==> src/csm_pkg.sv <==
package csm_pkg;

  // Bus geometry
  localparam int unsigned ADDR_W = 12;
  localparam int unsigned DATA_W = 32;
  localparam int unsigned REG_W = 8;

  // Register indices; byte address is four times the index
  localparam logic [7:0] IDX_CLOCK_SOURCE_SELECT = 8'ha9;
  localparam logic [7:0] IDX_EXTERNAL_OSC_CONTROL = 8'hb1;
  localparam logic [7:0] IDX_CLOCK_MULT_CONTROL = 8'hb9;

  // Reset values
  localparam logic [7:0] RST_CLOCK_SOURCE_SELECT = 8'h00;
  localparam logic [7:0] RST_EXTERNAL_OSC_CONTROL = 8'h00;
  localparam logic [7:0] RST_CLOCK_MULT_CONTROL = 8'h00;

  // Field positions
  localparam int unsigned XO_VALID_BIT = 7;
  localparam int unsigned XO_MODE_LSB = 4;
  localparam int unsigned XO_FREQ_LSB = 0;
  localparam int unsigned CM_EN_BIT = 7;
  localparam int unsigned CM_INIT_BIT = 6;
  localparam int unsigned CM_RDY_BIT = 5;
  localparam int unsigned CM_SEL_LSB = 0;
  localparam int unsigned CS_USB_LSB = 4;
  localparam int unsigned CS_SYS_LSB = 0;

  // External oscillator modes
  localparam logic [2:0] XM_CMOS = 3'h2;
  localparam logic [2:0] XM_CMOS_DIV2 = 3'h3;
  localparam logic [2:0] XM_RC = 3'h4;
  localparam logic [2:0] XM_CAP = 3'h5;
  localparam logic [2:0] XM_XTAL = 3'h6;
  localparam logic [2:0] XM_XTAL_DIV2 = 3'h7;
  localparam logic [2:0] XF_XTAL_MAX = 3'h7;

  // Multiplier source codes
  localparam logic [1:0] MS_INT = 2'h0;
  localparam logic [1:0] MS_EXT = 2'h1;
  localparam logic [1:0] MS_EXT_DIV2 = 2'h2;
  localparam logic [1:0] MS_RSVD = 2'h3;

  // System clock codes
  localparam logic [2:0] SC_INT = 3'h0;
  localparam logic [2:0] SC_EXT = 3'h1;
  localparam logic [2:0] SC_MULT_DIV2 = 3'h2;
  localparam logic [2:0] SC_MULT = 3'h3;
  localparam logic [2:0] SC_LFO = 3'h4;

  // USB clock codes
  localparam logic [2:0] UC_MULT = 3'h0;
  localparam logic [2:0] UC_INT_DIV2 = 3'h1;
  localparam logic [2:0] UC_EXT = 3'h2;
  localparam logic [2:0] UC_EXT_DIV2 = 3'h3;
  localparam logic [2:0] UC_EXT_DIV3 = 3'h4;
  localparam logic [2:0] UC_EXT_DIV4 = 3'h5;

  localparam int unsigned MULT_FACTOR = 4;

  // Timing
  localparam int unsigned CLK_MHZ = 250;
  localparam int unsigned MULT_LOCK_NS = 2000;
  localparam int unsigned XTAL_SETTLE_NS = 500;
  localparam int unsigned MULT_LOCK_CYC = (MULT_LOCK_NS * CLK_MHZ + 999) / 1000;
  localparam int unsigned XTAL_SETTLE_CYC = (XTAL_SETTLE_NS * CLK_MHZ + 999) / 1000;

  typedef enum logic [3:0] {
    CSM_M_OFF = 4'b0001,
    CSM_M_ENABLED = 4'b0010,
    CSM_M_LOCKING = 4'b0100,
    CSM_M_LOCKED = 4'b1000
  } csm_mult_state_e;

endpackage : csm_pkg

==> src/csm_settle_timer.sv <==
module csm_settle_timer #(
  parameter int unsigned CYCLES = 16
) (
  input wire logic pclk, // Clock
  input wire logic presetn, // Async reset, active low
  input wire logic run, // Count while high, restart when low
  output logic done // High once run held for CYCLES
);

  localparam int unsigned CW = $clog2(CYCLES + 1);
  localparam logic [CW-1:0] LAST = CW'(CYCLES - 1);

  logic [CW-1:0] count;

  initial
  begin
    if (CYCLES < 1)
    begin
      $error("csm_settle_timer: CYCLES must be at least one");
    end
  end

  always_ff @(posedge pclk or negedge presetn)
  begin
    if (!presetn)
    begin
      count <= '0;
    end
    else if (!run)
    begin
      count <= '0;
    end
    else if (count != LAST)
    begin
      count <= count + CW'(1);
    end
  end

  always_ff @(posedge pclk or negedge presetn)
  begin
    if (!presetn)
    begin
      done <= 1'b0;
    end
    else
    begin
      done <= run && (count == LAST);
    end
  end

endmodule : csm_settle_timer

==> src/csm_clock_ctrl.sv <==
// Summary of operation
// - Crystal valid flag reads one once the crystal has settled, crystal modes only.
// - Frequency control field is 3 bits; code 111 means crystal above 10 MHz.
// - Multiplier takes a 12 MHz input times four for 48 MHz USB.
// - Ready bit 5 reports lock; software polls it before using the output.
// - Multiplier source: 00 internal, 01 external, 10 external halved, 11 reserved.
// - System clock: internal, external, multiplier/2, multiplier, low-frequency; rest reserved.
// - Undivided multiplier system clock exists only on 48 MHz rated variants.
// - Internal oscillator is usable at once, no settling wait.
// - External oscillator stays running whatever the system clock choice.
// - USB clock: multiplier, internal/2, external /1 /2 /3 /4; 110, 111 reserved.
// - Clock select bits 7 and 3 read zero and ignore writes.
module csm_clock_ctrl #(
  parameter bit RATED_48MHZ = 1'b1,
  parameter int unsigned MULT_LOCK_CYCLES = csm_pkg::MULT_LOCK_CYC,
  parameter int unsigned XTAL_SETTLE_CYCLES = csm_pkg::XTAL_SETTLE_CYC
) (
  input wire logic pclk, // APB clock
  input wire logic presetn, // APB reset, active low
  input wire logic psel, // APB select
  input wire logic penable, // APB enable
  input wire logic pwrite, // APB write
  input wire logic [csm_pkg::ADDR_W-1:0] paddr, // APB byte address
  input wire logic [csm_pkg::DATA_W-1:0] pwdata, // APB write data
  input wire logic [3:0] pstrb, // APB byte strobes
  output logic [csm_pkg::DATA_W-1:0] prdata, // APB read data
  output logic pready, // APB ready
  output logic pslverr, // APB error on unmapped address
  input wire logic ext_amp_ok, // Crystal amplitude detector settled
  output logic ext_osc_enable, // External oscillator circuit on
  output logic [2:0] ext_osc_mode_field, // External oscillator mode
  output logic [2:0] ext_osc_freq_ctrl, // External oscillator drive range
  output logic ext_osc_div2, // External oscillator output halved
  output logic ext_osc_xtal_pins, // Both crystal pins claimed
  output logic mult_enable_bit, // Multiplier powered
  output logic mult_init_bit, // Multiplier initialise request
  output logic mult_ready_bit, // Multiplier locked
  output logic [1:0] mult_source_field, // Multiplier input selection
  output logic mult_run, // Multiplier output may be used
  output logic [4:0] sysclk_onehot, // Int, ext, mult/2, mult, low-freq
  output logic [2:0] usb_onehot, // Multiplier, internal/2, external
  output logic [1:0] usb_ext_div // External divide minus one
);

  initial
  begin
    if (MULT_LOCK_CYCLES < 1 || XTAL_SETTLE_CYCLES < 1)
    begin
      $error("csm_clock_ctrl: settle counts must be at least one");
    end
  end

  logic [2:0] xo_mode, xo_freq;
  logic cm_en, cm_init;
  logic [1:0] cm_sel;
  logic [2:0] cs_usb, cs_sys;
  logic xtal_valid, xtal_mode, xtal_settled, lock_done;
  csm_pkg::csm_mult_state_e mstate, next_mstate;

  // Bus decode
  logic access, wr_fire, word_ok, hit_cs, hit_xo, hit_cm, mapped;
  logic [7:0] wbyte, rbyte;

  assign access = psel && penable;
  assign wr_fire = access && pready && pwrite && pstrb[0] && mapped;
  assign word_ok = (paddr[csm_pkg::ADDR_W-1:10] == '0) && (paddr[1:0] == 2'h0);
  assign hit_cs = word_ok && (paddr[9:2] == csm_pkg::IDX_CLOCK_SOURCE_SELECT);
  assign hit_xo = word_ok && (paddr[9:2] == csm_pkg::IDX_EXTERNAL_OSC_CONTROL);
  assign hit_cm = word_ok && (paddr[9:2] == csm_pkg::IDX_CLOCK_MULT_CONTROL);
  assign mapped = hit_cs || hit_xo || hit_cm;
  assign wbyte = pwdata[7:0];

  always_comb
  begin
    rbyte = 8'h00;
    if (hit_cs)
    begin
      // Bits 7 and 3 stay zero
      rbyte[csm_pkg::CS_USB_LSB +: 3] = cs_usb;
      rbyte[csm_pkg::CS_SYS_LSB +: 3] = cs_sys;
    end
    else if (hit_xo)
    begin
      rbyte[csm_pkg::XO_VALID_BIT] = xtal_valid;
      rbyte[csm_pkg::XO_MODE_LSB +: 3] = xo_mode;
      rbyte[csm_pkg::XO_FREQ_LSB +: 3] = xo_freq;
    end
    else if (hit_cm)
    begin
      rbyte[csm_pkg::CM_EN_BIT] = cm_en;
      rbyte[csm_pkg::CM_INIT_BIT] = cm_init;
      rbyte[csm_pkg::CM_RDY_BIT] = mult_ready_bit;
      rbyte[csm_pkg::CM_SEL_LSB +: 2] = cm_sel;
    end
  end

  // One wait state so that read data leaves a flip-flop
  always_ff @(posedge pclk or negedge presetn)
  begin
    if (!presetn)
    begin
      pready <= 1'b0;
      pslverr <= 1'b0;
      prdata <= '0;
    end
    else
    begin
      pready <= access && !pready;
      pslverr <= access && !pready && !mapped;
      if (access && !pready && !pwrite)
      begin
        prdata <= {{(csm_pkg::DATA_W - 8){1'b0}}, rbyte};
      end
    end
  end

  // External oscillator control
  always_ff @(posedge pclk or negedge presetn)
  begin
    if (!presetn)
    begin
      xo_mode <= csm_pkg::RST_EXTERNAL_OSC_CONTROL[csm_pkg::XO_MODE_LSB +: 3];
      xo_freq <= csm_pkg::RST_EXTERNAL_OSC_CONTROL[csm_pkg::XO_FREQ_LSB +: 3];
    end
    else if (wr_fire && hit_xo)
    begin
      xo_mode <= wbyte[csm_pkg::XO_MODE_LSB +: 3];
      xo_freq <= wbyte[csm_pkg::XO_FREQ_LSB +: 3];
    end
  end

  assign xtal_mode = (xo_mode == csm_pkg::XM_XTAL) || (xo_mode == csm_pkg::XM_XTAL_DIV2);

  // Amplitude detector must hold steady before the flag rises
  csm_settle_timer #(
    .CYCLES(XTAL_SETTLE_CYCLES)
  ) u_xtal_settle (
    .pclk(pclk),
    .presetn(presetn),
    .run(xtal_mode && ext_amp_ok),
    .done(xtal_settled)
  );

  always_ff @(posedge pclk or negedge presetn)
  begin
    if (!presetn)
    begin
      xtal_valid <= 1'b0;
    end
    else
    begin
      xtal_valid <= xtal_mode && xtal_settled;
    end
  end

  // Pin outputs follow only the mode and frequency fields, not the system clock choice
  always_ff @(posedge pclk or negedge presetn)
  begin
    if (!presetn)
    begin
      ext_osc_enable <= 1'b0;
      ext_osc_mode_field <= 3'h0;
      ext_osc_freq_ctrl <= 3'h0;
      ext_osc_div2 <= 1'b0;
      ext_osc_xtal_pins <= 1'b0;
    end
    else
    begin
      ext_osc_enable <= xo_mode[2] || xo_mode[1];
      ext_osc_mode_field <= xo_mode;
      ext_osc_freq_ctrl <= xo_freq;
      ext_osc_div2 <= (xo_mode == csm_pkg::XM_CMOS_DIV2)
        || (xo_mode == csm_pkg::XM_XTAL_DIV2);
      ext_osc_xtal_pins <= xtal_mode;
    end
  end

  // Multiplier control; zero write drops enable and init together
  always_ff @(posedge pclk or negedge presetn)
  begin
    if (!presetn)
    begin
      cm_en <= csm_pkg::RST_CLOCK_MULT_CONTROL[csm_pkg::CM_EN_BIT];
      cm_init <= csm_pkg::RST_CLOCK_MULT_CONTROL[csm_pkg::CM_INIT_BIT];
      cm_sel <= csm_pkg::RST_CLOCK_MULT_CONTROL[csm_pkg::CM_SEL_LSB +: 2];
    end
    else if (wr_fire && hit_cm)
    begin
      cm_en <= wbyte[csm_pkg::CM_EN_BIT];
      // Init only accepted alongside enable
      cm_init <= wbyte[csm_pkg::CM_INIT_BIT] && wbyte[csm_pkg::CM_EN_BIT];
      if (wbyte[csm_pkg::CM_SEL_LSB +: 2] != csm_pkg::MS_RSVD)
      begin
        cm_sel <= wbyte[csm_pkg::CM_SEL_LSB +: 2];
      end
    end
  end

  logic init_req;

  assign init_req = wr_fire && hit_cm && wbyte[csm_pkg::CM_EN_BIT]
    && wbyte[csm_pkg::CM_INIT_BIT];

  always_comb
  begin
    next_mstate = mstate;
    unique case (mstate)
      csm_pkg::CSM_M_OFF: next_mstate = csm_pkg::CSM_M_ENABLED;
      csm_pkg::CSM_M_ENABLED:
      begin
        if (cm_init)
        begin
          next_mstate = csm_pkg::CSM_M_LOCKING;
        end
      end
      csm_pkg::CSM_M_LOCKING:
      begin
        if (lock_done)
        begin
          next_mstate = csm_pkg::CSM_M_LOCKED;
        end
      end
      csm_pkg::CSM_M_LOCKED:
      begin
        if (init_req)
        begin
          next_mstate = csm_pkg::CSM_M_LOCKING;
        end
      end
      default: next_mstate = csm_pkg::CSM_M_OFF;
    endcase
    // Disable wins over every state, so ready can never outlive enable
    if (!cm_en)
    begin
      next_mstate = csm_pkg::CSM_M_OFF;
    end
  end

  always_ff @(posedge pclk or negedge presetn)
  begin
    if (!presetn)
    begin
      mstate <= csm_pkg::CSM_M_OFF;
    end
    else
    begin
      mstate <= next_mstate;
    end
  end

  // Stands in for the analog lock detector
  csm_settle_timer #(
    .CYCLES(MULT_LOCK_CYCLES)
  ) u_mult_lock (
    .pclk(pclk),
    .presetn(presetn),
    .run((mstate == csm_pkg::CSM_M_LOCKING) && cm_en && !init_req),
    .done(lock_done)
  );

  always_ff @(posedge pclk or negedge presetn)
  begin
    if (!presetn)
    begin
      mult_ready_bit <= 1'b0;
      mult_enable_bit <= 1'b0;
      mult_init_bit <= 1'b0;
      mult_source_field <= 2'h0;
      mult_run <= 1'b0;
    end
    else
    begin
      mult_ready_bit <= (next_mstate == csm_pkg::CSM_M_LOCKED);
      mult_enable_bit <= cm_en;
      mult_init_bit <= cm_init;
      mult_source_field <= cm_sel;
      // Times-four output gated until locked
      mult_run <= (next_mstate == csm_pkg::CSM_M_LOCKED);
    end
  end

  // Clock select; reserved codes leave the field unchanged
  logic sys_code_ok, usb_code_ok;

  assign sys_code_ok = (wbyte[csm_pkg::CS_SYS_LSB +: 3] <= csm_pkg::SC_LFO)
    && (RATED_48MHZ || (wbyte[csm_pkg::CS_SYS_LSB +: 3] != csm_pkg::SC_MULT));
  assign usb_code_ok = wbyte[csm_pkg::CS_USB_LSB +: 3] <= csm_pkg::UC_EXT_DIV4;

  always_ff @(posedge pclk or negedge presetn)
  begin
    if (!presetn)
    begin
      cs_usb <= csm_pkg::RST_CLOCK_SOURCE_SELECT[csm_pkg::CS_USB_LSB +: 3];
      cs_sys <= csm_pkg::RST_CLOCK_SOURCE_SELECT[csm_pkg::CS_SYS_LSB +: 3];
    end
    else if (wr_fire && hit_cs)
    begin
      if (usb_code_ok)
      begin
        cs_usb <= wbyte[csm_pkg::CS_USB_LSB +: 3];
      end
      if (sys_code_ok)
      begin
        cs_sys <= wbyte[csm_pkg::CS_SYS_LSB +: 3];
      end
    end
  end

  // Internal source needs no ready qualification
  always_ff @(posedge pclk or negedge presetn)
  begin
    if (!presetn)
    begin
      sysclk_onehot <= 5'h01;
    end
    else
    begin
      unique case (cs_sys)
        csm_pkg::SC_INT: sysclk_onehot <= 5'h01;
        csm_pkg::SC_EXT: sysclk_onehot <= 5'h02;
        csm_pkg::SC_MULT_DIV2: sysclk_onehot <= 5'h04;
        csm_pkg::SC_MULT: sysclk_onehot <= 5'h08;
        csm_pkg::SC_LFO: sysclk_onehot <= 5'h10;
        default: sysclk_onehot <= 5'h01;
      endcase
    end
  end

  always_ff @(posedge pclk or negedge presetn)
  begin
    if (!presetn)
    begin
      usb_onehot <= 3'h1;
      usb_ext_div <= 2'h0;
    end
    else
    begin
      usb_onehot <= 3'h4;
      usb_ext_div <= 2'h0;
      unique case (cs_usb)
        csm_pkg::UC_MULT: usb_onehot <= 3'h1;
        csm_pkg::UC_INT_DIV2: usb_onehot <= 3'h2;
        csm_pkg::UC_EXT: usb_ext_div <= 2'h0;
        csm_pkg::UC_EXT_DIV2: usb_ext_div <= 2'h1;
        csm_pkg::UC_EXT_DIV3: usb_ext_div <= 2'h2;
        csm_pkg::UC_EXT_DIV4: usb_ext_div <= 2'h3;
        default: usb_onehot <= 3'h1;
      endcase
    end
  end

endmodule : csm_clock_ctrl

==> config.mk <==
export PLATFORM = sky130hd
export DESIGN_NAME = csm_clock_ctrl
export DESIGN_NICKNAME = d
export VERILOG_FILES = /design/src/csm_pkg.sv /design/src/csm_settle_timer.sv /design/src/csm_clock_ctrl.sv
export SDC_FILE = /design/constraint.sdc
export NUM_CORES = 1
export LEC_CHECK = 0
export BUFFER_PORTS_ARGS = -buffer_cell sky130_fd_sc_hd__buf_2
export CAP_MARGIN = 25
export CORE_MARGIN = 10
export CORE_UTILIZATION = 40
export CTS_BUF_LIST = sky130_fd_sc_hd__clkbuf_4
export CTS_CLUSTER_SIZE = 40
export DETAILED_ROUTE_END_ITERATION = 10
export PLACE_DENSITY = 0.66
export RECOVER_POWER = 50
export SKIP_LAST_GASP = 1
export SLEW_MARGIN = 10
export SYNTH_ARGS = -nofsm -noshare
export SYNTH_HDL_FRONTEND = slang
export SYNTH_SLANG_ARGS = --single-unit
==> constraint.sdc <==
create_clock -name pclk -period 3.1 [get_ports pclk]
set_input_delay 0.155 -clock pclk [delete_from_list [all_inputs] [get_ports pclk]]
set_output_delay 0.155 -clock pclk [all_outputs]
set_load 0.005 [all_outputs]
==> metrics <==
leakage dissipation=1.75 nW; synth unique cells=52; status=complete, no violations; Int Power=~1.2 mW; combinational share of power=0.048; Slew @ Worst Pin=1450 ps; Boundary Pins=113; Critical Path Max Stage Delay=470 ps; sequential share of the synthesized area=0.552; Vias/cell=approximately 4.9; pre-CTS WS=between 1000 and 1500 ps; final setup TNS=0 ps; Port Buffers=59; Max FO, Critical Path=14; RSZ-0062 raised after global routing=false; Clock Skew=10.1 ps; reported max-cap violation count=0; chip width=110 microns; gp weighted congestion=0.807; Post-synth EDFFs=0; root buffer cell=clkbuf_4; Worst-Skew Late Latency=roughly 400 ps; largest net degree at the start of global routing=29; Die Area=~12000 sq um; hold endpoint=xo_mode[2]; FMAX=0.532 GHz; # setup viols final=0; Routed Antenna Nets=0; Fin. Hold Viols=0; reg2reg start=pready; Post-CTS Setup Repair Bufs=0; slowest CP cell=nor4_4; Finished Core Util=0.476; cells after synthesis=281; Initial Utilization=0.416; syn_area_per_cell=11.6 sq um; crit path DAT=2160 ps; final cell count without fillers=459; Switching Fraction=0.224; CTS tree=built; worst hold-check path type=primary input to register; Cell Rows=32; Cells after DPL=438; Post-route DRC=0; Layout area overhead=14.3%; r2r endpoint=xo_mode[1]; VDD IR-drop max=a little under 0.2 mV; power share of the clock group=0.355; Main synth FF type=dfrtp_1; crit share post-route=0.606; CTS Sinks=72; drt wl/cell=between 15 and 20 microns; number of buffers created by CTS=9; Final min period=~1900 ps; core area=7850 sq um; cts repair resizes=0; cell count of the worst reg-to-reg path=4; Flop pwr share=0.598; area share of the largest cell type after synthesis=0.528; Synth warnings=0; Reg clk slew, reported paths=100 ps; Max-slew headroom=0.0334; crit path kind=register to register; Net Switching=0.353 mW; Via Count=between 2000 and 2500; commonest non-fill, non-tap cell in the layout=dfrtp_1; Overflow after GRT=0; vias in the first global route=2292; top cells by area, synth=dfrtp_1 53%, buf_4 6.0%, mux2_2 4.1%, nor2_1 2.8%, dfstp_2 2.4%; post-synth top area cell=dfrtp_1; # hold bufs at CTS=5; fin. max-slew vios=0; ant diodes=0; first-pass GRT wire length=between 10000 and 15000 microns; worst hold path startpoint=pwdata[6]; Min-Delay Path Depth=2; Cell Area, Synth=3270 sq um; pwr dens=between 400 and 500 nW/um^2; chip height=110 microns; #FFs+latches synth=about 70; crit-path cells=nand3_1 > or2_2 > nor4_4 > mux2_2; final wirelength=~7000 microns; Nets=410; final worst slack=1220 ps; Synth async-reset ratio=1.00; worst hold slack=57.1 ps; number of antenna violations at the first check in global routing=0; Clock Tree Buf Depth=2; DRT iter0 DRCs=56; drt pass-1 iters=4; crit start category=register; total track usage=0.117; CP endpoint kind=register; Required @ worst endpoint=between 3000 and 4000 ps; post-DP HPWL=5330 microns; R2R Setup Slk=between 1000 and 1500 ps; most frequent cells in the layout=69 x dfrtp_1, 34 x buf_2, 25 x conb_1, 25 x clkbuf_1, 24 x nor2_1; H-tree depth=3; fillers=763; ratio of cells with drive above 1 in the final layout=0.210
flip-flops by register name, summed over array words and instances (netlist names), 2 cells and up:
| name | cells |
|---|---|
| ext_osc_mode_field | 3 |
| sysclk_onehot | 5 |
| prdata | 7 |
| u_mult_lock.count | 9 |
| cm_sel | 2 |
| xo_freq | 3 |
| cs_usb | 3 |
| cs_sys | 3 |
| mult_source_field | 2 |
| usb_onehot | 3 |
| xo_mode | 3 |
| ext_osc_freq_ctrl | 3 |
| mstate | 4 |
| usb_ext_div | 2 |
| u_xtal_settle.count | 7 |
cell families (layout without fill, tap and decap cells):
kind of cell	after synthesis	count (layout)	synth area share
AOI/OAI and AO/OA	38	38	0.0881
xor gates and xnor gates	14	14	0.0375
adders and majority gates	4	4	0.0153
buffers and inverters	42	94	0.0781
DFF	72	72	0.552
muxes	14	14	0.0475
other	1	25	0.00115
and+or+nand+nor	96	96	0.180
metal layers:
layer,global-route usage,wire (microns)
met1,0.146,3170
met4,0.0495,88
met5,0,0
met3,0.0377,541
met2,0.182,3180
how the worst max path moves through the flow:
stage	startpoint	to	slack (ps)	cells past startpoint
4_1_cts	pready	xo_mode[1]	1200	4
3_5_place_dp	paddr[11]	xo_mode[0]	1160	5
2_1_floorplan	pready	cm_en	1460	5
6_report	pready	xo_mode[1]	1220	4
5_1_grt	presetn	u_xtal_settle.count[0]	1100	3
3_3_place_gp	paddr[11]	xo_freq[1]	1180	5
power groups by stage:
stage               registers (mW)  logic [mW]  clock network [mW]
floorplan                    0.960      0.0440                   0
global placement             0.959      0.0691                   0
CTS                          0.941      0.0759               0.581
finish                       0.941      0.0749               0.558
detailed placement           0.959      0.0706                   0
global route                 0.942      0.0860               0.611
metrics by stage:
step                      instance area [sq um]  power [mW]
after floorplan                            3360        1.00
after global placement                     3590        1.03
after detailed placement                   3590        1.03
after CTS                                  3770        1.60
after global routing                       3730        1.64
final                                      3730        1.57
area by class of cell:
type                    count  area, sq um  area share
clock inverters             5         47.5      0.0127
inverters                  12         45.0      0.0121
flip-flops and latches     72         1810       0.483
well taps                 102          128      0.0342
repair buffers             66          329      0.0881
clock buffers              11         82.6      0.0221
multi-input cells         191         1300       0.347
Yosys cell counts, types with 3 or more instances:
master	instances
nand3_1	7
or3_1	3
and2_0	4
and2_1	7
ha_1	4
dfrtp_1	69
and3_1	5
buf_4	26
a221o_1	3
inv_1	12
mux2_2	12
xor2_1	7
a21oi_1	9
nor4b_1	3
dfstp_2	3
a211o_1	3
nor4_1	4
nand4_1	4
or2_2	3
o21ai_0	6
clkbuf_1	3
o21a_1	3
xnor2_1	7
nor3_1	9
nor2_1	24
nand2_1	9
critical path, delay by kind of cell, from the launching register on:
family           cells  cell delay (ps)
multiplexers         1              390
AND/OR/NAND/NOR      3              970
flip-flops           1              400
Power figures use the tool's default switching activity.
